## src/core/ppd_pkg.sv

```systemverilog
package ppd_pkg;

    // ---------------------------------------------------------------------
    // Program space geometry
    // ---------------------------------------------------------------------
    localparam int PPD_IP_W = 12;
    localparam int PPD_OFS_W = 11;
    localparam int PPD_PAGE_W = 2;
    localparam int PPD_PHYS_W = PPD_PAGE_W + PPD_OFS_W;
    localparam int PPD_STACK_DEPTH = 6;
    localparam int PPD_STACK_PTR_W = 3;

    // ---------------------------------------------------------------------
    // Page numbers and register location
    // ---------------------------------------------------------------------
    localparam logic [1:0] PPD_STATIC_PAGE = 2'h1;
    localparam logic [7:0] PPD_SELECT_ADDR = 8'hCA;
    localparam logic [1:0] PPD_SELECT_RESET = 2'h0;
    localparam int PPD_UPPER_BIT = 11;
    localparam logic [2:0] PPD_PTR_RESET = 3'h0;

endpackage : ppd_pkg

```

## src/core/ppd_decoder.sv

```systemverilog
`timescale 1ns/10ps
// Functional notes
// Instruction pointer is twelve bits wide.
// Lower half uses written page select.
// Static page always reachable.
// Pointer bit 11 maps to static page.
// Select value 1 reaches static page too.
// Software crosses dynamic pages via static page.
// Six levels of return-address storage.
// Select codes 0..3 choose pages 0..3.
// Select register at CAh, write only.
// Select contents undefined after reset.
// Calls and interrupts keep page select.
// Physical address is page then offset.
module ppd_decoder
    import ppd_pkg::*;
(
    // Clock and reset
    input wire logic ref_clk,
    input wire logic rst_b,
    // Fetch side
    input wire logic [PPD_IP_W-1:0] instruction_pointer,
    // Data-space access port from the core (write, read and bit operation)
    input wire logic data_wr,
    input wire logic data_rd,
    input wire logic data_bit_op,
    input wire logic [7:0] data_addr,
    input wire logic [7:0] data_wdata,
    // Return-address stack
    input wire logic stack_push,
    input wire logic stack_pop,
    input wire logic [PPD_IP_W-1:0] push_addr,
    output logic [PPD_IP_W-1:0] return_addr,
    output logic stack_full,
    output logic stack_empty,
    output logic stack_error,
    // Program memory side
    output logic [PPD_PHYS_W-1:0] prog_mem_addr,
    output logic select_access_error
);

    typedef struct packed {
        logic [PPD_PAGE_W-1:0] program_page_select;
        logic [PPD_PHYS_W-1:0] prog_mem_addr;
        logic [PPD_STACK_DEPTH-1:0][PPD_IP_W-1:0] stack;
        logic [PPD_STACK_PTR_W-1:0] depth;
        logic stack_error;
        logic select_access_error;
    } ppd_state_t;

    ppd_state_t state;
    ppd_state_t next_state;

    function automatic logic [PPD_PAGE_W-1:0] ppd_page(
        input logic [PPD_IP_W-1:0] ip,
        input logic [PPD_PAGE_W-1:0] sel
    );
        // ------------------------------------------------------------------
        // Page choice
        // ------------------------------------------------------------------
        // Upper half static
        if (ip[PPD_UPPER_BIT]) begin
            return PPD_STATIC_PAGE;
        end
        // Lower half selected
        // Code 1 is static
        // Code gives page
        return sel;
    endfunction : ppd_page

    // ----------------------------------------------------------------------
    // Next state
    // ----------------------------------------------------------------------
    always_comb begin
        next_state = state;
        next_state.select_access_error = 1'b0;
        // Write only register
        if (data_addr == PPD_SELECT_ADDR && (data_rd || data_bit_op)) begin
            next_state.select_access_error = 1'b1;
        end else if (data_addr == PPD_SELECT_ADDR && data_wr) begin
            next_state.program_page_select = data_wdata[PPD_PAGE_W-1:0];
        end
        // Stack leaves select
        // Six-level stack
        if (stack_push && !stack_pop) begin
            if (state.depth == PPD_STACK_PTR_W'(PPD_STACK_DEPTH)) begin
                next_state.stack_error = 1'b1;
            end else begin
                next_state.stack[state.depth] = push_addr;
                next_state.depth = state.depth + 3'h1;
            end
        end else if (stack_pop && !stack_push) begin
            if (state.depth == 3'h0) begin
                next_state.stack_error = 1'b1;
            end else begin
                next_state.depth = state.depth - 3'h1;
            end
        end
        // Twelve-bit pointer
        // Static always reachable
        // Page then offset
        next_state.prog_mem_addr = {ppd_page(instruction_pointer, next_state.program_page_select),
            instruction_pointer[PPD_OFS_W-1:0]};
    end

    // ----------------------------------------------------------------------
    // State register
    // ----------------------------------------------------------------------
    // The select value has no defined reset meaning; zero is loaded only so
    // simulation stays free of unknowns. Software must write it first.
    always_ff @(posedge ref_clk) begin
        if (!rst_b) begin
            state <= '0;
            // Select undefined
            state.program_page_select <= PPD_SELECT_RESET;
            state.depth <= PPD_PTR_RESET;
        end else begin
            state <= next_state;
        end
    end

    // ----------------------------------------------------------------------
    // Outputs
    // ----------------------------------------------------------------------
    assign prog_mem_addr = state.prog_mem_addr;
    assign select_access_error = state.select_access_error;
    assign stack_error = state.stack_error;
    assign stack_full = (state.depth == PPD_STACK_PTR_W'(PPD_STACK_DEPTH));
    assign stack_empty = (state.depth == 3'h0);
    assign return_addr = (state.depth == 3'h0) ? '0 : state.stack[state.depth - 3'h1];

endmodule : ppd_decoder

```

## config.mk

```make
export PLATFORM = sky130hd
export DESIGN_NAME = ppd_decoder
export DESIGN_NICKNAME = d
export VERILOG_FILES = /design/src/core/ppd_pkg.sv /design/src/core/ppd_decoder.sv
export SDC_FILE = /design/constraint.sdc
export NUM_CORES = 1
export LEC_CHECK = 0
export BUFFER_PORTS_ARGS = -buffer_cell sky130_fd_sc_hd__buf_2
export CORE_MARGIN = 4
export CORE_UTILIZATION = 38
export DETAILED_ROUTE_END_ITERATION = 6
export GPL_ROUTABILITY_DRIVEN = 1
export PLACE_DENSITY_LB_ADDON = 0.08
export SYNTH_ARGS = -nofsm -noshare
export SYNTH_HDL_FRONTEND = slang
export SYNTH_SLANG_ARGS = --single-unit
```

## constraint.sdc

```tcl
create_clock -name ref_clk -period 2.22 [get_ports ref_clk]
set_input_delay 0.444 -clock ref_clk [delete_from_list [all_inputs] [get_ports ref_clk]]
set_output_delay 0.444 -clock ref_clk [all_outputs]
set_load 0.02 [all_outputs]
```

==> results.md, run 1 <==
- Sw Ratio: 34.4%
- #FFs+latches synth: 92
- Worst VDD drop: 0.392 mV
- Largest net degree at the start of global routing: 74
- Final WS setup: -0.0730 ns
- Setup TNS Final: -0.654 ns
- Pwr Density: 841 mW/mm²
- Final setup violating endpoints: 12
- Top cell type's share of synthesized area: between 40 and 50%
- Fin. Hold Viols: 0
- Tmin final: 2.29 ns
- Area contributors post-synth: dfxtp_1, nand2_1, a21oi_1
- Worst Hold Class: input port to flip-flop
- Total congestion overflow: 0
- XOR/XNOR Fraction of Synth Area: 0.212%
- Post-synth EDFFs: 0
- Initial core utilization: 39.5%
- Fin Clk Skew: around 0.0098 ns
- Area delta synth->final: 26.5%
- Post-Syn Instances: 481
- Crit path launch: state[2]
- Least-Margin Pin Slew: 0.438 ns
- Nets@finish: 594
- Slew Limit Fails: 0
- GPL Wtd Cong: 0.761
- P_int: 2.88 mW
- Commonest non-fill, non-tap cells in the layout: nand2_1, dfxtp_1, a21oi_1
- CTS Buffer Depth: 2
- Initial drt markers: roughly 250
- Input/output buffers: between 60 and 70
- LEAKAGE: about 1.8 nW
- Critical path peak fanout: 7
- Max Cap Violations: 0
- Number of global-route vias before repair: 3338
- Core Area: 0.0105 mm²
- Die footprint: around 0.013 mm²
- Wirelength per Cell: around 16 µm
- Most common cell after layout, fill and taps aside: nand2_1
- Reg2reg start: state[2]
- Synth Area in Simple Gates: between 20% and 30%
- Share of power burned in registers: 40.9%
- Initial antenna violation count: 0
- RSZ-0062 raised after global routing: yes
- F_max: 0.436 GHz
- Psw: 1.52 mW
- Synthesis Warnings: 0
- Clock Power Share: 25.1%
- Num CTS Buffers: 9
- Hpwl dp: 7.23 mm
- Fin crit share: 103%
- Syn Area/Cell: 8.59 µm²
- Antenna diode count: 0
- Combinational power share: 34.1%
- Crit path DAT: 1.85 ns
- Complex-gate fraction of the synthesized area: 14.6%
- DR pass1 iterations: 4
- Reg-to-reg slack, setup: between 0.3 and 0.4 ns
- Path type of the worst setup path: flip-flop to output port
- Fillers: 1022
- Syn nets: between 500 and 600
- Mux contribution to synthesized area: 10.9%
- IO Pins: 76
- Status: finished, violations left
- Die Wd: 112 µm
- Reg clk slew, reported paths: 0.09 ns
- Chip height: 112 µm
- Critical Path RT: 1.78 ns
- Layout cell share with drive strength beyond 1: 31.6%
- Top_reg_cell synth: dfxtp_1
- Routed Antenna Nets: 0
- Clock sink count: between 90 and 100
- Startpoint types: flip-flop
- Worst reg2reg path depth: 6
- Routed vias: 3549
- Root Buffer: clkbuf_8
- CTS tree: yes
- First-pass GRT wire length: approximately 18 mm
- CP endpoint kind: output port
- Clock latency on the worst-skew pair: 0.36 ns
- Site row count: 37
- Adder-Cell Fraction of Synth Area: 1.51%
- Largest family of logic cells by synthesized area: simple AND/OR/NAND/NOR gates
- Yosys cell types: 38
- Gr usage total: 17.9%
- Failing checks: negative setup slack
- Rel. slew slack: 70.6%
- DRC errors left: 0
- Via/cell ratio: 5.20
- Hold WS: 0.287 ns
- Cell Area, Synth: between 0.004 and 0.005 mm²
- H-tree Lvls: 3
- Yosys top cell by area: dfxtp_1
- Hold path depth: 2
- Sequential area share after synthesis: around 45%
- Hold Crit Start: instruction_pointer[8]
- Drt total wl: roughly 11 mm
- Asr flop ratio synth: 0%
## registers in the layout, indices dropped and copies added (netlist names)
signal,cells
prog_mem_addr,13
select_access_error,1
stack_error,1
state,77
## cells in the mapped netlist, types with 3 or more instances
master and count:
nand2_1 104, dfxtp_1 92, a21oi_1 75, nand3_1 24, o21ai_0 24, buf_2 18
mux2i_1 18, clkbuf_1 17, inv_1 17, buf_4 15, and2_1 12, mux4_2 12
o22ai_1 12, ha_1 5, nand4bb_1 5, nor3_1 3
## routing by layer
layer / share of wire, % / wire length, µm / up-vias / GRT usage, %
met1: 45 / 5030 / 1692 / 23.6
met5: 0 / 0 / - / 0
met3: 5.1 / 569 / 5 / 4.15
li1: - / - / 1764 / -
met2: 49 / 5480 / 88 / 30.1
met4: 0.67 / 75 / 0 / 3.61
## stage by stage
stage	setup WS (ns)	instance area, µm²	util [%]	instances	power (mW)
after detailed placement	0.168	4810	46.0	660	3.09
final	-0.0730	5230	50.0	683	4.40
after global routing	-0.154	5230	50.0	683	4.63
after CTS	-0.115	5170	49.4	682	4.41
after floorplan	0.0200	4340	-	481	2.72
after global placement	0.172	4810	46.0	660	3.06
## layout make-up
cell class | instances | area (µm²) | share of cell area [%]
Multi-Input combinational cell | 321 | 2180 | 41.8
Timing Repair Buffer | 101 | 767 | 14.7
Clock inverter | 5 | 42.5 | 0.813
Inverter | 17 | 66.3 | 1.27
Tap cell | 136 | 170 | 3.25
Clock buffer | 11 | 151 | 2.89
Sequential cell | 92 | 1850 | 35.3
## path summary, 6_finish.rpt
path | to
min reg2reg | state[36]
min | prog_mem_addr[8]
max reg2reg | state[3]
max | return_addr[9]
## what timing repair did
item | 4_1_cts | 5_1_grt
buffers inserted | 5 | 1
hold buffers | 0 | 0
pin swaps | 1 | 6
setup endpoints to repair | 13 | 13
gates resized for setup | 37 | 16
gates cloned | 1 | 0
## kinds of logic (layout without fill, tap and decap cells)
logic type               after synthesis  after routing
AO/OA/AOI/OAI                        116            116
XOR/XNOR                               1              1
adder cells (fa/ha/maj)                5              5
buffers and inverters                 68            134
flip-flops                            92             92
multiplexers                          30             30
AND/OR/NAND/NOR                      169            169
## critical path: stages (launching register included)
cell and delay, ns:
dfxtp_4 0.39, inv_4 0.05, ha_4 0.29, buf_8 0.14
mux4_2 0.30, inv_2 0.08, o22ai_4 0.08, buf_6 0.14
## power groups by stage
| stage | clock (mW) | sequential [mW] | combinational [mW] |
|---|---|---|---|
| after floorplan | 0 | 1.81 | 0.913 |
| after global placement | 0 | 1.82 | 1.24 |
| after detailed placement | 0 | 1.83 | 1.26 |
| after CTS | 1.14 | 1.80 | 1.47 |
| after global routing | 1.21 | 1.81 | 1.60 |
| final | 1.10 | 1.80 | 1.50 |
(Power assumes the default switching activity.)
==> inputs of run 2 (changes only) <==
--- a/config.mk
+++ b/config.mk
@@ -5,6 +5,7 @@
 export SDC_FILE = /design/constraint.sdc
 export NUM_CORES = 1
 export LEC_CHECK = 0
+export ABC_AREA = 1
 export BUFFER_PORTS_ARGS = -buffer_cell sky130_fd_sc_hd__buf_2
 export CORE_MARGIN = 4
 export CORE_UTILIZATION = 38
==> results.md, run 2 <==
- Status: finished, violations left (unchanged)
- Failing checks: negative setup slack (unchanged)
- Worst Hold Class: input port to flip-flop (unchanged)
- Chip height: 114 µm (was 112 µm)
- Setup TNS Final: -1.90 ns (was -0.654 ns)
- Num CTS Buffers: 9 (unchanged)
- Path type of the worst setup path: flip-flop to output port (unchanged)
- Routed Antenna Nets: 0 (unchanged)
- Sequential area share after synthesis: 43.5% (was 44.6%)
- CTS tree: yes (unchanged)
- Area after DPL: 0.00480 mm² (was 0.00481 mm²)
- LEAKAGE: 2.33 nW (was 1.81 nW)
- Input/output buffers: 69 (unchanged)
- Clock latency on the worst-skew pair: 0.37 ns (was 0.36 ns)
- Yosys top cell by area: dfxtp_1 (unchanged)
- Fin crit share: 108% (was 103%)
- Initial drt markers: 180 (was 247)
- Startpoint types: flip-flop (unchanged)
- Commonest non-fill, non-tap cells in the layout: nor2_1, dfxtp_1, nand2_1 (was nand2_1, dfxtp_1, a21oi_1)
- Via/cell ratio: 4.74 (was 5.20)
- Most common cell after layout, fill and taps aside: nor2_1 (was nand2_1)
- Final WS setup: -0.183 ns (was -0.0730 ns)
- Wirelength per Cell: 14.0 µm (was 16.3 µm)
- Worst stage delay on the critical path: 0.34 ns (was 0.39 ns)
- FF-to-FF End: state[13] (was state[3])
- Worst reg2reg path depth: 11 (was 6)
- Worst VDD drop: 0.427 mV (was 0.392 mV)
- Root Buffer: clkbuf_8 (unchanged)
- Final core utilization: 48.0% (was 50.0%)
- Cell Area, Synth: 0.00424 mm² (was 0.00413 mm²)
- Top cell type's share of synthesized area: 43.5% (was 44.6%)
- Initial core utilization: 38.9% (was 39.5%)
- Core Area: 0.0109 mm² (was 0.0105 mm²)
- Syn Area/Cell: 6.69 µm² (was 8.59 µm²)
- # hold bufs at CTS: 0 (unchanged)
- Cell mode on critical path: buf_6
- Fin. Hold Viols: 0 (unchanged)
- Clock sink count: 92 (unchanged)
- Reg-to-reg slack, setup: 0.24 ns (was 0.35 ns)
- Hold path endpoint: prog_mem_addr[12] (was prog_mem_addr[8])
- Total Power: 4.76 mW (was 4.40 mW)
- First-pass GRT wire length: 18.8 mm (was 17.9 mm)
- Initial antenna violation count: 0 (unchanged)
- Top_reg_cell synth: dfxtp_1 (unchanged)
- Area contributors post-synth: dfxtp_1, nor2_1, nand2_1 (was dfxtp_1, nand2_1, a21oi_1)
- Fillers: 1129 (was 1022)
- Reg2reg start: state[2] (unchanged)
- Number of global-route vias before repair: 3713 (was 3338)
- Hold WS: 0.238 ns (was 0.287 ns)
- RSZ-0062 raised after global routing: yes (unchanged)
- Max Cap Violations: 0 (unchanged)
- Final setup violating endpoints: 12 (unchanged)
- Asr flop ratio synth: 0% (unchanged)
- CP endpoint kind: output port (unchanged)
- Critical Path RT: 1.78 ns (about the same)
- Synthesis Warnings: 0 (unchanged)
- Top-count cell post-synth: nor2_1 (was nand2_1)
- Fin area: 0.00522 mm² (was 0.00523 mm²)
- Site row count: 38 (was 37)
- Layout cell share with drive strength beyond 1: 24.1% (was 31.6%)
- Post-Syn Instances: 633 (was 481)
- Reg clk slew, reported paths: 0.08 ns (was 0.09 ns)
- GPL Wtd Cong: 0.805 (was 0.761)
- DRC errors left: 0 (unchanged)
- Slew Limit Fails: 0 (unchanged)
- Gr usage total: 18.6% (was 17.9%)
- Area delta synth->final: 23.3% (was 26.5%)
- Syn nets: 685 (was 533)
- Hpwl dp: 7.49 mm (was 7.23 mm)
- Routed vias: 3924 (was 3549)
- Critical path peak fanout: 25 (was 7)
- Crit path DAT: 1.96 ns (was 1.85 ns)
- Top delay family on crit path: buffers and inverters (unchanged)
- DR pass1 iterations: 4 (unchanged)
- Least-Margin Pin Slew: 0.388 ns (was 0.438 ns)
- Largest net degree at the start of global routing: 92 (was 74)
- Crit-path cells: inv_2 > ha_4 > buf_12 > inv_8 > nor2_4 > buf_6 > nand2_1 > a21oi_4 > buf_6 (was inv_4 > ha_4 > buf_8 > mux4_2 > inv_2 > o22ai_4 > buf_6)
- #FFs+latches synth: 92 (unchanged)
- IO Pins: 76 (unchanged)
- Post-synth EDFFs: 0 (unchanged)
- Place WS: 0.0537 ns (was 0.168 ns)
- H-tree Lvls: 3 (unchanged)
- Tmin final: 2.40 ns (was 2.29 ns)
- CTS Buffer Depth: 2 (unchanged)
- Fin Clk Skew: 0.0124 ns (was 0.00975 ns)
- Die footprint: 0.0129 mm² (was 0.0126 mm²)
- Largest register FFs: 77 (unchanged)
- Inst Count DP: 807 (was 660)
- Synth cell count leaders: nor2_1, nand2_1, dfxtp_1, o21ai_0, inv_1 (was nand2_1, dfxtp_1, a21oi_1, nand3_1, o21ai_0)
- Rel. slew slack: 74.1% (was 70.6%)
- Total congestion overflow: 0 (unchanged)
- Nets@finish: 738 (was 594)
- Antenna diode count: 0 (unchanged)
- Non-Filler Instances: 828 (was 683)
- F_max: 0.416 GHz (was 0.436 GHz)
- Die Wd: 114 µm (was 112 µm)
- Hold Crit Start: instruction_pointer[11] (was instruction_pointer[8])
- CP bufs+invs: 5 (was 4)
- Hold path depth: 2 (unchanged)
- Drt total wl: 11.6 mm (was 11.2 mm)
- Yosys cell types: 26 (was 38)
- CP max-delay cell: dfxtp_2 (was dfxtp_4)
- Biggest register: state (unchanged)
- Pwr Density: 911 mW/mm² (was 841 mW/mm²)
## run 2: cell count changes after synthesis, moves of 15 or more
cell and change:
o21ai_0 +48, a21oi_1 -60, mux2i_1 -18, o21ai_1 +25
inv_1 +15, nor2_1 +206, nand3_1 -17
## run 2: worst register-to-register path: stages, from the launching register on
cell and delay (ns):
dfxtp_2 0.36, inv_4 0.05, buf_4 0.12, buf_4 0.19, ha_1 0.23, nand2_2 0.09, inv_4 0.05, nor2_8 0.14
nand2_2 0.22, inv_2 0.29, nor2_1 0.08, nor2_1 0.09
## run 2: how the worst max path moves through the flow
stage,from,endpoint,slack (ns),depth (start not counted)
2_1_floorplan,state[2],return_addr[0],0.01,9
3_3_place_gp,state[3],return_addr[11],0.07,8
3_5_place_dp,state[3],return_addr[4],0.05,8
4_1_cts,state[2],return_addr[4],-0.22,9
5_1_grt,state[2],return_addr[2],-0.30,11
6_report,state[3],return_addr[7],-0.18,9
## run 2: kinds of logic after synthesis
kind of cell	share of synthesized area, %
flops	43.5
xor+xnor	0.591
fa+ha+maj	1.48
compound gates	13.6
buf+inv	10.3
simple gates	30.5
## run 2: layout make-up
| type | count | area [µm²] | share of cell area [%] |
|---|---|---|---|
| Clock buffer | 11 | 141 | 2.71 |
| Clock inverter | 2 | 37.5 | 0.719 |
| Inverter | 41 | 169 | 3.23 |
| Multi-Input combinational cell | 450 | 2170 | 41.6 |
| Sequential cell | 92 | 1840 | 35.3 |
| Tap cell | 140 | 175 | 3.35 |
| Timing Repair Buffer | 92 | 682 | 13.1 |
## run 2: layer usage
layer	vias to the layer above	share of wire [%]	wire length, µm	global-route usage [%]
li1	2052	-	-	-
met1	1775	46	5340	24.4
met2	88	47	5430	30.7
met3	9	5.6	648	3.45
met4	0	1.3	149	6.41
met5	-	0	0	0
## run 2: what timing repair did
action                                  in CTS  in global routing
cloned                                       2                  0
gates resized for setup                     43                 25
endpoints found under the setup margin      12                 24
pin swaps                                   15                 14
hold endpoints to repair                     0                  0
buffers inserted                             6                  0
## run 2: power by group
part | total (mW) | leakage (nW) | switching (mW) | internal (mW)
registers | 1.81 | 0.749 | 0.0508 | 1.75
logic | 1.84 | 1.49 | 1.10 | 0.745
clock network | 1.11 | 0.0874 | 0.575 | 0.534
total | 4.76 | 2.33 | 1.73 | 3.03
